## src/rtl/mlu_pkg.sv

```systemverilog
// Constants and types for the modem line transmit USART and its settings
package mlu_pkg;

  // Setting register numbers
  localparam logic [7:0] REG_TX_CFG = 8'h19;
  localparam logic [7:0] REG_RX_CFG = 8'h1A;
  localparam logic [7:0] REG_STD = 8'h1B;
  localparam logic [7:0] REG_RTS_TMO = 8'h1C;
  localparam logic [7:0] REG_BRK = 8'h1D;

  // Reset values
  localparam logic [7:0] TX_CFG_RST = 8'hB0;
  localparam logic [7:0] RX_CFG_RST = 8'h30;
  localparam logic [7:0] STD_RST = 8'h00;
  localparam logic [7:0] RTS_TMO_RST = 8'h00;
  localparam logic [7:0] BRK_RST = 8'h1E;

  // Field positions
  localparam int GAIN_LSB = 0;
  localparam int FRM_LSB = 3;
  localparam int FMT_LSB = 6;
  localparam int STD_LSB = 4;

  // Gain steps in half-dB, top code is 0 dB
  localparam logic [2:0] GAIN_MAX_CODE = 3'h7;
  localparam logic [4:0] GAIN_STEP_HDB = 5'h03;

  // Framing
  localparam logic [3:0] MIN_DATA_BITS = 4'h5;
  localparam logic [3:0] SYNC_BITS = 4'h8;
  localparam logic [1:0] FMT_ODD_PAR = 2'h0;
  localparam logic [1:0] FMT_NO_PAR = 2'h1;
  localparam logic [1:0] FMT_SYNC = 2'h3;

  // Timing
  localparam int unsigned CLK_HZ = 100_000_000;
  localparam int unsigned RTS_UNIT_MS = 1000;
  localparam int unsigned BRK_UNIT_MS = 10;
  localparam int unsigned RTS_UNIT_CYC = CLK_HZ / 1000 * RTS_UNIT_MS;
  localparam int unsigned BRK_UNIT_CYC = CLK_HZ / 1000 * BRK_UNIT_MS;

  localparam int FIFO_DEPTH = 8;

  typedef enum logic [3:0] {
    STD_V22BIS = 4'h0, STD_V22 = 4'h1, STD_V23_TX75 = 4'h2,
    STD_V23_TX1200 = 4'h3, STD_RESERVED = 4'h4, STD_V21 = 4'h5,
    STD_B212A = 4'h6, STD_B202_TX150 = 4'h7, STD_B202_TX1200 = 4'h8,
    STD_B103 = 4'h9
  } mlu_std_e;

  typedef enum logic [3:0] {
    RES_OK = 4'h0, RES_CONNECT = 4'h1, RES_RING = 4'h2,
    RES_NO_CARRIER = 4'h3, RES_ERROR = 4'h4, RES_NO_DIAL_TONE = 4'h5,
    RES_BUSY = 4'h6, RES_CONNECT_2400 = 4'h7, RES_CONNECT_1200 = 4'h8,
    RES_DUAL_TONE = 4'h9, RES_CONNECT_300 = 4'hA, RES_CONNECT_1200_75 = 4'hB,
    RES_CONNECT_75_1200 = 4'hC, RES_CONNECT_1200_150 = 4'hD,
    RES_CONNECT_150_1200 = 4'hE, RES_UNIMPLEMENTED = 4'hF
  } mlu_result_e;

  typedef enum logic [2:0] {
    TX_IDLE = 3'b000, TX_START = 3'b001, TX_DATA = 3'b010,
    TX_PAR = 3'b011, TX_STOP = 3'b100
  } mlu_tx_state_e;

endpackage

```

## src/rtl/mlu_line_usart.sv

```systemverilog
// Transmit FIFO, line transmit USART and the line settings it obeys
`timescale 1ns/10ps

// ****************************************************************
// Character FIFO
// ****************************************************************
module mlu_fifo #(
  parameter int W = 8,
  parameter int D = 8
) (
  // Clock and reset
  input wire logic clock,
  input wire logic rstn,
  input wire logic clk_en,
  // Fill side
  input wire logic in_valid,
  output logic in_ready,
  input wire logic [W-1:0] in_data,
  // Drain side
  output logic out_valid,
  input wire logic out_ready,
  output logic [W-1:0] out_data
);
  localparam int AW = $clog2(D);
  logic [W-1:0] mem [D];
  logic [AW-1:0] wr_ptr_reg;
  logic [AW-1:0] rd_ptr_reg;
  logic [AW:0] count_reg;
  logic do_wr;
  logic do_rd;
  logic ready_reg;

  assign in_ready = ready_reg;
  assign out_valid = (count_reg != '0);
  assign out_data = mem[rd_ptr_reg];
  assign do_wr = clk_en && in_valid && in_ready;
  assign do_rd = clk_en && out_valid && out_ready;

  always_ff @(posedge clock)
  begin
    if (do_wr)
      mem[wr_ptr_reg] <= in_data;
  end

  always_ff @(posedge clock or negedge rstn)
  begin
    if (!rstn)
    begin
      wr_ptr_reg <= '0;
      rd_ptr_reg <= '0;
      count_reg <= '0;
      ready_reg <= 1'b1;
    end
    else
    begin
      if (do_wr)
        wr_ptr_reg <= (wr_ptr_reg == AW'(D-1)) ? '0 : wr_ptr_reg + 1'b1;
      if (do_rd)
        rd_ptr_reg <= (rd_ptr_reg == AW'(D-1)) ? '0 : rd_ptr_reg + 1'b1;
      if (do_wr && !do_rd)
      begin
        count_reg <= count_reg + 1'b1;
        ready_reg <= (count_reg != (AW+1)'(D-1));
      end
      else if (do_rd && !do_wr)
      begin
        count_reg <= count_reg - 1'b1;
        ready_reg <= 1'b1;
      end
    end
  end
endmodule

module mlu_line_usart
  import mlu_pkg::*;
#(
  parameter int unsigned CLK_FREQ = CLK_HZ,
  parameter int unsigned SEC_CYC = RTS_UNIT_CYC,
  parameter int unsigned BRK_CYC = BRK_UNIT_CYC,
  parameter int DEPTH = FIFO_DEPTH
) (
  // Clock and reset
  input wire logic clock,
  input wire logic rstn,
  input wire logic clk_en,
  // Setting register port
  input wire logic cfg_wr,
  input wire logic [7:0] cfg_addr,
  input wire logic [7:0] cfg_wdata,
  output logic [7:0] cfg_rdata,
  // Transmit character port
  input wire logic tx_valid,
  input wire logic [7:0] tx_data,
  output logic tx_ready,
  input wire logic tx_pattern_en,
  // Transmit status and line
  output logic tx_data_ready,
  output logic tx_underflow,
  output logic tx_line,
  // Decoded settings
  output logic [4:0] tx_atten_hdb,
  output logic [4:0] rx_atten_hdb,
  output logic [3:0] rx_data_bits,
  output logic rx_parity_en,
  output logic [1:0] rx_overspeed,
  output logic rx_sync,
  output logic [3:0] line_std,
  output logic std_reserved,
  // Request-to-send supervision
  input wire logic data_mode,
  input wire logic request_to_send_pin,
  output logic cmd_return,
  // Timed break recall
  input wire logic break_start,
  output logic line_break,
  output logic break_done,
  // Result codes
  input wire logic result_stb,
  input wire mlu_result_e result_sel,
  output logic [3:0] result_code,
  output logic result_valid
);

  // ****************************************************************
  // Helpers
  // ****************************************************************
  function automatic logic [4:0] atten(input logic [2:0] code);
    logic [4:0] steps;
    steps = {2'b00, GAIN_MAX_CODE - code};
    return 5'((steps << 1) + steps);
  endfunction

  function automatic logic [31:0] bit_cycles(input logic [3:0] s);
    case (s)
      STD_V22BIS: return 32'(CLK_FREQ / 2400);
      STD_V23_TX75: return 32'(CLK_FREQ / 75);
      STD_B202_TX150: return 32'(CLK_FREQ / 150);
      STD_V22, STD_V23_TX1200, STD_B212A, STD_B202_TX1200:
        return 32'(CLK_FREQ / 1200);
      default: return 32'(CLK_FREQ / 300);
    endcase
  endfunction

  // ****************************************************************
  // Setting registers
  // ****************************************************************
  logic [7:0] tx_cfg_reg;
  logic [7:0] rx_cfg_reg;
  logic [7:0] std_reg;
  logic [7:0] rts_tmo_reg;
  logic [7:0] brk_reg;

  always_ff @(posedge clock or negedge rstn)
  begin
    if (!rstn)
    begin
      tx_cfg_reg <= TX_CFG_RST;
      rx_cfg_reg <= RX_CFG_RST;
      std_reg <= STD_RST;
      rts_tmo_reg <= RTS_TMO_RST;
      brk_reg <= BRK_RST;
      cfg_rdata <= 8'h00;
    end
    else if (clk_en)
    begin
      if (cfg_wr)
      begin
        case (cfg_addr)
          REG_TX_CFG: tx_cfg_reg <= cfg_wdata;
          REG_RX_CFG: rx_cfg_reg <= cfg_wdata;
          REG_STD: std_reg <= cfg_wdata;
          REG_RTS_TMO: rts_tmo_reg <= cfg_wdata;
          REG_BRK: brk_reg <= cfg_wdata;
          default: ;
        endcase
      end
      case (cfg_addr)
        REG_TX_CFG: cfg_rdata <= tx_cfg_reg;
        REG_RX_CFG: cfg_rdata <= rx_cfg_reg;
        REG_STD: cfg_rdata <= std_reg;
        REG_RTS_TMO: cfg_rdata <= rts_tmo_reg;
        REG_BRK: cfg_rdata <= brk_reg;
        default: cfg_rdata <= 8'h00;
      endcase
    end
  end

  // Transmit field decode
  logic [1:0] tx_fmt;
  logic tx_is_sync;
  logic tx_par_en;
  logic [3:0] tx_nbits;
  logic tx_two_stop;
  assign tx_fmt = tx_cfg_reg[FMT_LSB +: 2];
  assign tx_is_sync = (tx_fmt == FMT_SYNC) || tx_pattern_en;
  assign tx_par_en = (tx_fmt == FMT_ODD_PAR);
  assign tx_nbits = tx_is_sync ? SYNC_BITS :
    MIN_DATA_BITS + {2'b00, tx_cfg_reg[FRM_LSB+1 +: 2]};
  assign tx_two_stop = tx_cfg_reg[FRM_LSB];

  always_ff @(posedge clock or negedge rstn)
  begin
    if (!rstn)
    begin
      tx_atten_hdb <= '0;
      rx_atten_hdb <= '0;
      rx_data_bits <= '0;
      rx_parity_en <= 1'b0;
      rx_overspeed <= '0;
      rx_sync <= 1'b0;
      line_std <= '0;
      std_reserved <= 1'b0;
    end
    else if (clk_en)
    begin
      tx_atten_hdb <= atten(tx_cfg_reg[GAIN_LSB +: 3]);
      rx_atten_hdb <= atten(rx_cfg_reg[GAIN_LSB +: 3]);
      rx_data_bits <= MIN_DATA_BITS + {2'b00, rx_cfg_reg[FRM_LSB+1 +: 2]};
      rx_parity_en <= rx_cfg_reg[FRM_LSB];
      rx_overspeed <= rx_cfg_reg[FMT_LSB +: 2];
      rx_sync <= (rx_cfg_reg[FMT_LSB +: 2] == FMT_SYNC);
      line_std <= std_reg[STD_LSB +: 4];
      std_reserved <= (std_reg[STD_LSB +: 4] == STD_RESERVED) ||
        (std_reg[STD_LSB +: 4] > STD_B103);
    end
  end

  // ****************************************************************
  // Transmit path: FIFO, data register, buffer, serialiser
  // ****************************************************************
  logic fifo_valid;
  logic [7:0] fifo_data;
  logic [7:0] hold_reg;
  logic hold_full_reg;
  logic [7:0] buf_reg;
  logic [7:0] sh_reg;
  logic par_reg;
  logic [3:0] bit_cnt_reg;
  logic stop_cnt_reg;
  logic [31:0] baud_cnt_reg;
  logic bit_tick;
  logic boundary;
  logic load;
  mlu_tx_state_e state_reg;

  mlu_fifo #(.W(8), .D(DEPTH)) u_fifo (
    .clock(clock),
    .rstn(rstn),
    .clk_en(clk_en),
    .in_valid(tx_valid),
    .in_ready(tx_ready),
    .in_data(tx_data),
    .out_valid(fifo_valid),
    .out_ready(!hold_full_reg),
    .out_data(fifo_data)
  );

  assign load = fifo_valid && !hold_full_reg;
  assign bit_tick = (baud_cnt_reg == '0);
  assign boundary = bit_tick && ((state_reg == TX_IDLE) ||
    (state_reg == TX_DATA && tx_is_sync && bit_cnt_reg == tx_nbits) ||
    (state_reg == TX_STOP && stop_cnt_reg == tx_two_stop));

  // Bit clock runs freely so idle stop level keeps whole-bit timing
  always_ff @(posedge clock or negedge rstn)
  begin
    if (!rstn)
      baud_cnt_reg <= '0;
    else if (clk_en)
      baud_cnt_reg <= bit_tick ? bit_cycles(std_reg[STD_LSB +: 4]) - 1 :
        baud_cnt_reg - 1;
  end

  // Data register and its status flags
  always_ff @(posedge clock or negedge rstn)
  begin
    if (!rstn)
    begin
      hold_reg <= '0;
      hold_full_reg <= 1'b0;
      tx_data_ready <= 1'b0;
      tx_underflow <= 1'b0;
    end
    else if (clk_en)
    begin
      if (load)
      begin
        hold_reg <= fifo_data;
        hold_full_reg <= 1'b1;
        tx_data_ready <= 1'b0;
        tx_underflow <= 1'b0;
      end
      if (boundary && hold_full_reg)
      begin
        hold_full_reg <= 1'b0;
        tx_data_ready <= 1'b1;
      end
      if (boundary && !hold_full_reg && !tx_pattern_en)
        tx_underflow <= 1'b1;
    end
  end

  // Serialiser
  always_ff @(posedge clock or negedge rstn)
  begin
    if (!rstn)
    begin
      state_reg <= TX_IDLE;
      buf_reg <= '0;
      sh_reg <= '0;
      par_reg <= 1'b0;
      bit_cnt_reg <= '0;
      stop_cnt_reg <= 1'b0;
      tx_line <= 1'b1;
    end
    else if (clk_en && bit_tick)
    begin
      if (boundary)
      begin
        if (hold_full_reg)
          buf_reg <= hold_reg;
        if (!hold_full_reg && !tx_is_sync)
        begin
          state_reg <= TX_IDLE;
          tx_line <= 1'b1;
        end
        else if (tx_is_sync)
        begin
          tx_line <= hold_full_reg ? hold_reg[0] : buf_reg[0];
          sh_reg <= (hold_full_reg ? hold_reg : buf_reg) >> 1;
          bit_cnt_reg <= 4'h1;
          state_reg <= TX_DATA;
        end
        else
        begin
          tx_line <= 1'b0;
          state_reg <= TX_START;
        end
      end
      else
      begin
        case (state_reg)
          TX_START:
          begin
            tx_line <= buf_reg[0];
            sh_reg <= buf_reg >> 1;
            bit_cnt_reg <= 4'h1;
            // Parity over only the bits sent, framing never from data
            par_reg <= ~^(buf_reg & 8'(8'hFF >> (SYNC_BITS - tx_nbits)));
            state_reg <= TX_DATA;
          end
          TX_DATA:
          begin
            if (bit_cnt_reg != tx_nbits)
            begin
              tx_line <= sh_reg[0];
              sh_reg <= sh_reg >> 1;
              bit_cnt_reg <= bit_cnt_reg + 4'h1;
            end
            else if (tx_par_en)
            begin
              tx_line <= par_reg;
              state_reg <= TX_PAR;
            end
            else
            begin
              tx_line <= 1'b1;
              stop_cnt_reg <= 1'b0;
              state_reg <= TX_STOP;
            end
          end
          TX_PAR:
          begin
            tx_line <= 1'b1;
            stop_cnt_reg <= 1'b0;
            state_reg <= TX_STOP;
          end
          TX_STOP:
            stop_cnt_reg <= 1'b1;
          default:
          begin
            state_reg <= TX_IDLE;
            tx_line <= 1'b1;
          end
        endcase
      end
    end
  end

  // ****************************************************************
  // Request-to-send qualification
  // ****************************************************************
  logic rts_level_reg;
  logic [31:0] sec_cyc_reg;
  logic [7:0] sec_cnt_reg;

  // Pin change must persist; any bounce back restarts the wait
  always_ff @(posedge clock or negedge rstn)
  begin
    if (!rstn)
    begin
      rts_level_reg <= 1'b1;
      sec_cyc_reg <= '0;
      sec_cnt_reg <= '0;
      cmd_return <= 1'b0;
    end
    else if (clk_en)
    begin
      cmd_return <= 1'b0;
      if (!data_mode || rts_tmo_reg == 8'h00 ||
          request_to_send_pin == rts_level_reg)
      begin
        rts_level_reg <= request_to_send_pin;
        sec_cyc_reg <= '0;
        sec_cnt_reg <= '0;
      end
      else if (sec_cnt_reg == rts_tmo_reg)
      begin
        rts_level_reg <= request_to_send_pin;
        cmd_return <= 1'b1;
        sec_cnt_reg <= '0;
      end
      else if (sec_cyc_reg == SEC_CYC - 1)
      begin
        sec_cyc_reg <= '0;
        sec_cnt_reg <= sec_cnt_reg + 8'h01;
      end
      else
        sec_cyc_reg <= sec_cyc_reg + 1;
    end
  end

  // ****************************************************************
  // Timed break recall and result codes
  // ****************************************************************
  logic [31:0] brk_cyc_reg;
  logic [7:0] brk_cnt_reg;

  always_ff @(posedge clock or negedge rstn)
  begin
    if (!rstn)
    begin
      line_break <= 1'b0;
      break_done <= 1'b0;
      brk_cyc_reg <= '0;
      brk_cnt_reg <= '0;
    end
    else if (clk_en)
    begin
      break_done <= 1'b0;
      if (!line_break)
      begin
        line_break <= break_start;
        brk_cyc_reg <= '0;
        brk_cnt_reg <= '0;
      end
      else if (brk_cnt_reg == brk_reg)
      begin
        line_break <= 1'b0;
        break_done <= 1'b1;
      end
      else if (brk_cyc_reg == BRK_CYC - 1)
      begin
        brk_cyc_reg <= '0;
        brk_cnt_reg <= brk_cnt_reg + 8'h01;
      end
      else
        brk_cyc_reg <= brk_cyc_reg + 1;
    end
  end

  always_ff @(posedge clock or negedge rstn)
  begin
    if (!rstn)
    begin
      result_code <= RES_OK;
      result_valid <= 1'b0;
    end
    else if (clk_en)
    begin
      result_valid <= result_stb;
      if (result_stb)
        result_code <= result_sel;
    end
  end

endmodule

```

## config.mk

```make
export PLATFORM = sky130hd
export DESIGN_NAME = mlu_line_usart
export DESIGN_NICKNAME = d
export VERILOG_FILES = /design/src/rtl/mlu_pkg.sv /design/src/rtl/mlu_line_usart.sv
export SDC_FILE = /design/constraint.sdc
export NUM_CORES = 1
export LEC_CHECK = 0
export ABC_AREA = 1
export ABC_CLOCK_PERIOD_IN_PS = 3000
export BUFFER_PORTS_ARGS = -buffer_cell sky130_fd_sc_hd__buf_2
export CAP_MARGIN = 30
export CORE_AREA = 2 2 169 171
export CTS_BUF_LIST = sky130_fd_sc_hd__clkbuf_4 sky130_fd_sc_hd__clkbuf_8
export DETAILED_ROUTE_END_ITERATION = 6
export DIE_AREA = 0 0 171 173
export GPL_ROUTABILITY_DRIVEN = 0
export GPL_TIMING_DRIVEN = 0
export PLACE_DENSITY_LB_ADDON = 0.25
export RECOVER_POWER = 50
export SLEW_MARGIN = 20
export SYNTH_ARGS = -nofsm -noshare
export SYNTH_HDL_FRONTEND = slang
export SYNTH_HIERARCHICAL = 1
export SYNTH_SLANG_ARGS = --single-unit
```

## constraint.sdc

```tcl
create_clock -name clock -period 3 [get_ports clock]
set_clock_uncertainty 0.05 [all_clocks]
set_input_delay 0 -clock clock [delete_from_list [all_inputs] [get_ports clock]]
set_output_delay 0 -clock clock [all_outputs]
set_load 0.05 [all_outputs]
```

==> results.cfg <==
[layout]
drive_above_1_share_pct = 11.8
stdcell_count = 2719
nets = 2362
fin_area_um2 = 19100
multiInputGateArea_um2 = 7270
top_register = u_fifo/mem
regArea_um2 = 7920
syn_to_final_growth_pct = 15.6
largest_register_ffs = 64
n_fill_cell = 2242

[min_path]
worstHoldPathType = in2reg

[yosys]
synth_nets = 2173
synthTopCellsByArea = dfrtp_1 34%, nand2_1 14%, edfxtp_1 12%
syn_area_um2 = 16500
syn_avg_cell_area_um2 = 7.84
synth_area_leader_cell = dfrtp_1
ys_types = 57
synth.most_common_cell = nand2_1
synth-simple-area-share_pct = 29.8
synthXorXnorAreaFrac_pct = 2.17
async_flop_share_pct = 78.9
synth.top_cells.by_count = 617 x nand2_1, 239 x inv_1, 227 x dfrtp_1
synth_mux_area_share_pct = 0.273
synth_compound_area_share_pct = 9.52
synth_adder_area_share_pct = 2.18
synth_cells = 2108
synth_top_flop_cell = dfrtp_1
ys_warn_count = 6
yosysSeqAreaShare_pct = 47.9
synth_top_area_share_pct = 34.4
ys_seq_elements = 303
synth_top_family_by_area = simple AND/OR/NAND/NOR gates
synth_edf_count = 64

[power]
total_power_w = 0.0117
peakVddDrop_v = 0.000500
leakage_nw = 8.73
power.density_nw_per_um2 = 611

[die]
die_height_um = 173
initial_core_util_pct = 59.8
num_rows = 61
dieArea_um2 = 29600
coreArea_um2 = 27600
die_w_um = 171
boundaryPins = 81

[global_route]
grt_max_degree = 99
grt_antenna_before_repair = 3
grt_pass1_vias = 14600
grt-ovfl-total = 0
grt_usage_pct = 29.1
grt_pass1_wl_um = 70500

[timing]
setup_viol = 0
slew_headroom_pct = 11.5
whs_ns = 0.0296
fmax_mhz = 371
maxSlewViolCount = 0
finalHoldViolations = 0
min_period_over_period_pct = 90.0
period_minus_slack_ns = 2.70
rsz0062_at_grt = false
worst_pin_slew_ns = 1.33

[routing]
vias = 15000
finalWirelength_um = 42200
via_per_inst = 5.53
ant_nets = 0
drt-initial-drc-count = 1418
dr.pass1.iters = 6
wl_per_cell_um = 15.5
drc = 0

[clocking]
clk_pin_slew_worst_paths_ns = 0.07
clkSinkCount = 303
postCtsSetupBuffers = 0
clock_latency_ns = 0.59
cts_made_buffers = 50
htree_num_levels = 2
tritoncts = yes
cts_buffer_depth = 3
cts_root_buffer = clkbuf_8

[critical_path]
worst_setup_path_end_kind = flop
cp_data_required_time_ns = 3.49
crit_arrival_ns = 3.19
critPathKind = in2reg
crit_fanout = 9
startpoint_type = input port

[flow_run]
drv_cap = 0

[placement]
numPlacedInstances = 2568
postPlaceCellArea_um2 = 17500
place_hpwl_um = 29500
io_buffer_count = 80

[outcome]
status = finished clean
-- final timing paths --
kind / startpoint / to / slack (ns) / depth (start not counted)
max: cfg_addr[6] / brk_reg[4] / 0.30 / 9
min: cfg_wr / brk_reg[6] / 0.03 / 5
max reg2reg: baud_cnt_reg[29] / baud_cnt_reg[20] / 0.31 / 17
min reg2reg: line_std[3] / line_std[3] / 0.42 / 2
max in group asynchronous: rstn / baud_cnt_reg[23] / 0.91 / 4
min in group asynchronous: rstn / brk_reg[3] / 0.55 / 3
-- report_power, final --
part           total (W)  internal (W)  switching (W)  leakage, nW
clock            0.00419       0.00248        0.00171        0.623
combinational    0.00259      0.000851        0.00173         4.47
sequential       0.00489       0.00460       0.000286         3.63
-- per-layer routing --
| layer | GRT usage, % | vias up | part of all wire, % |
|---|---|---|---|
| met2 | 48.0 | 616 | 47 |
| met5 | 0 | - | 0.038 |
| li1 | - | 7284 | - |
| met1 | 38.2 | 7004 | 43 |
| met3 | 5.58 | 123 | 7.2 |
| met4 | 10.6 | 2 | 3.4 |
-- cells in the final DEF, fill, tap and decap left out, types with 50 or more instances in the layout --
cell type	instances
a21oi_1	56
buf_2	64
clkbuf_1	57
clkbuf_8	61
dfrtp_1	227
dlygate4sd3_1	54
edfxtp_1	64
inv_1	239
nand2_1	617
nand3_1	81
nand4_1	65
nor2_1	209
nor3_1	50
o21ai_0	137
-- worst max-delay path, cell delays in order --
cell,delay (ns)
dlygate4sd3_1,0.53
buf_2,0.14
nor4_4,0.26
nand4_1,0.47
nor2_2,0.43
nand2_1,0.13
dlygate4sd3_1,0.59
o21ai_0,0.07
dlygate4sd3_1,0.56
-- cell type report --
class | count | area share, %
diodes | 2 | 0.0262
well taps | 378 | 2.48
flip-flops and latches | 303 | 41.4
multi-input cells | 1481 | 38.1
clock inverters | 17 | 1.13
inverters | 267 | 5.30
clock buffers | 77 | 5.02
plain buffers | 57 | 1.70
repair buffers | 137 | 4.85
-- per-stage QoR --
stage | util (%) | TNS, ns | setup WS, ns
2_1_floorplan | - | 0 | 0.798
3_3_place_gp | 63.0 | -536.64 | -2.34
3_5_place_dp | 63.2 | 0 | 0.383
4_1_cts | 69.5 | 0 | 0.359
5_1_grt | 69.1 | 0 | 0.0205
6_report | 69.2 | 0 | 0.301
-- kinds of logic (layout without fill, tap and decap cells) --
family | Yosys count | in the layout
AO/OA/AOI/OAI | 285 | 285
XOR/XNOR | 41 | 41
adder cells (fa/ha/maj) | 27 | 27
buffers and inverters | 324 | 555
flip-flops | 303 | 303
multiplexers | 4 | 4
other | 0 | 2
AND/OR/NAND/NOR | 1124 | 1124
-- repair_timing --
item                                   in CTS  in global routing
setup endpoints to repair                   0                  1
hold buffers                               55                  0
gates resized for setup                     0                  1
endpoints found under the hold margin     359                  0
(Power assumes the default switching activity.)
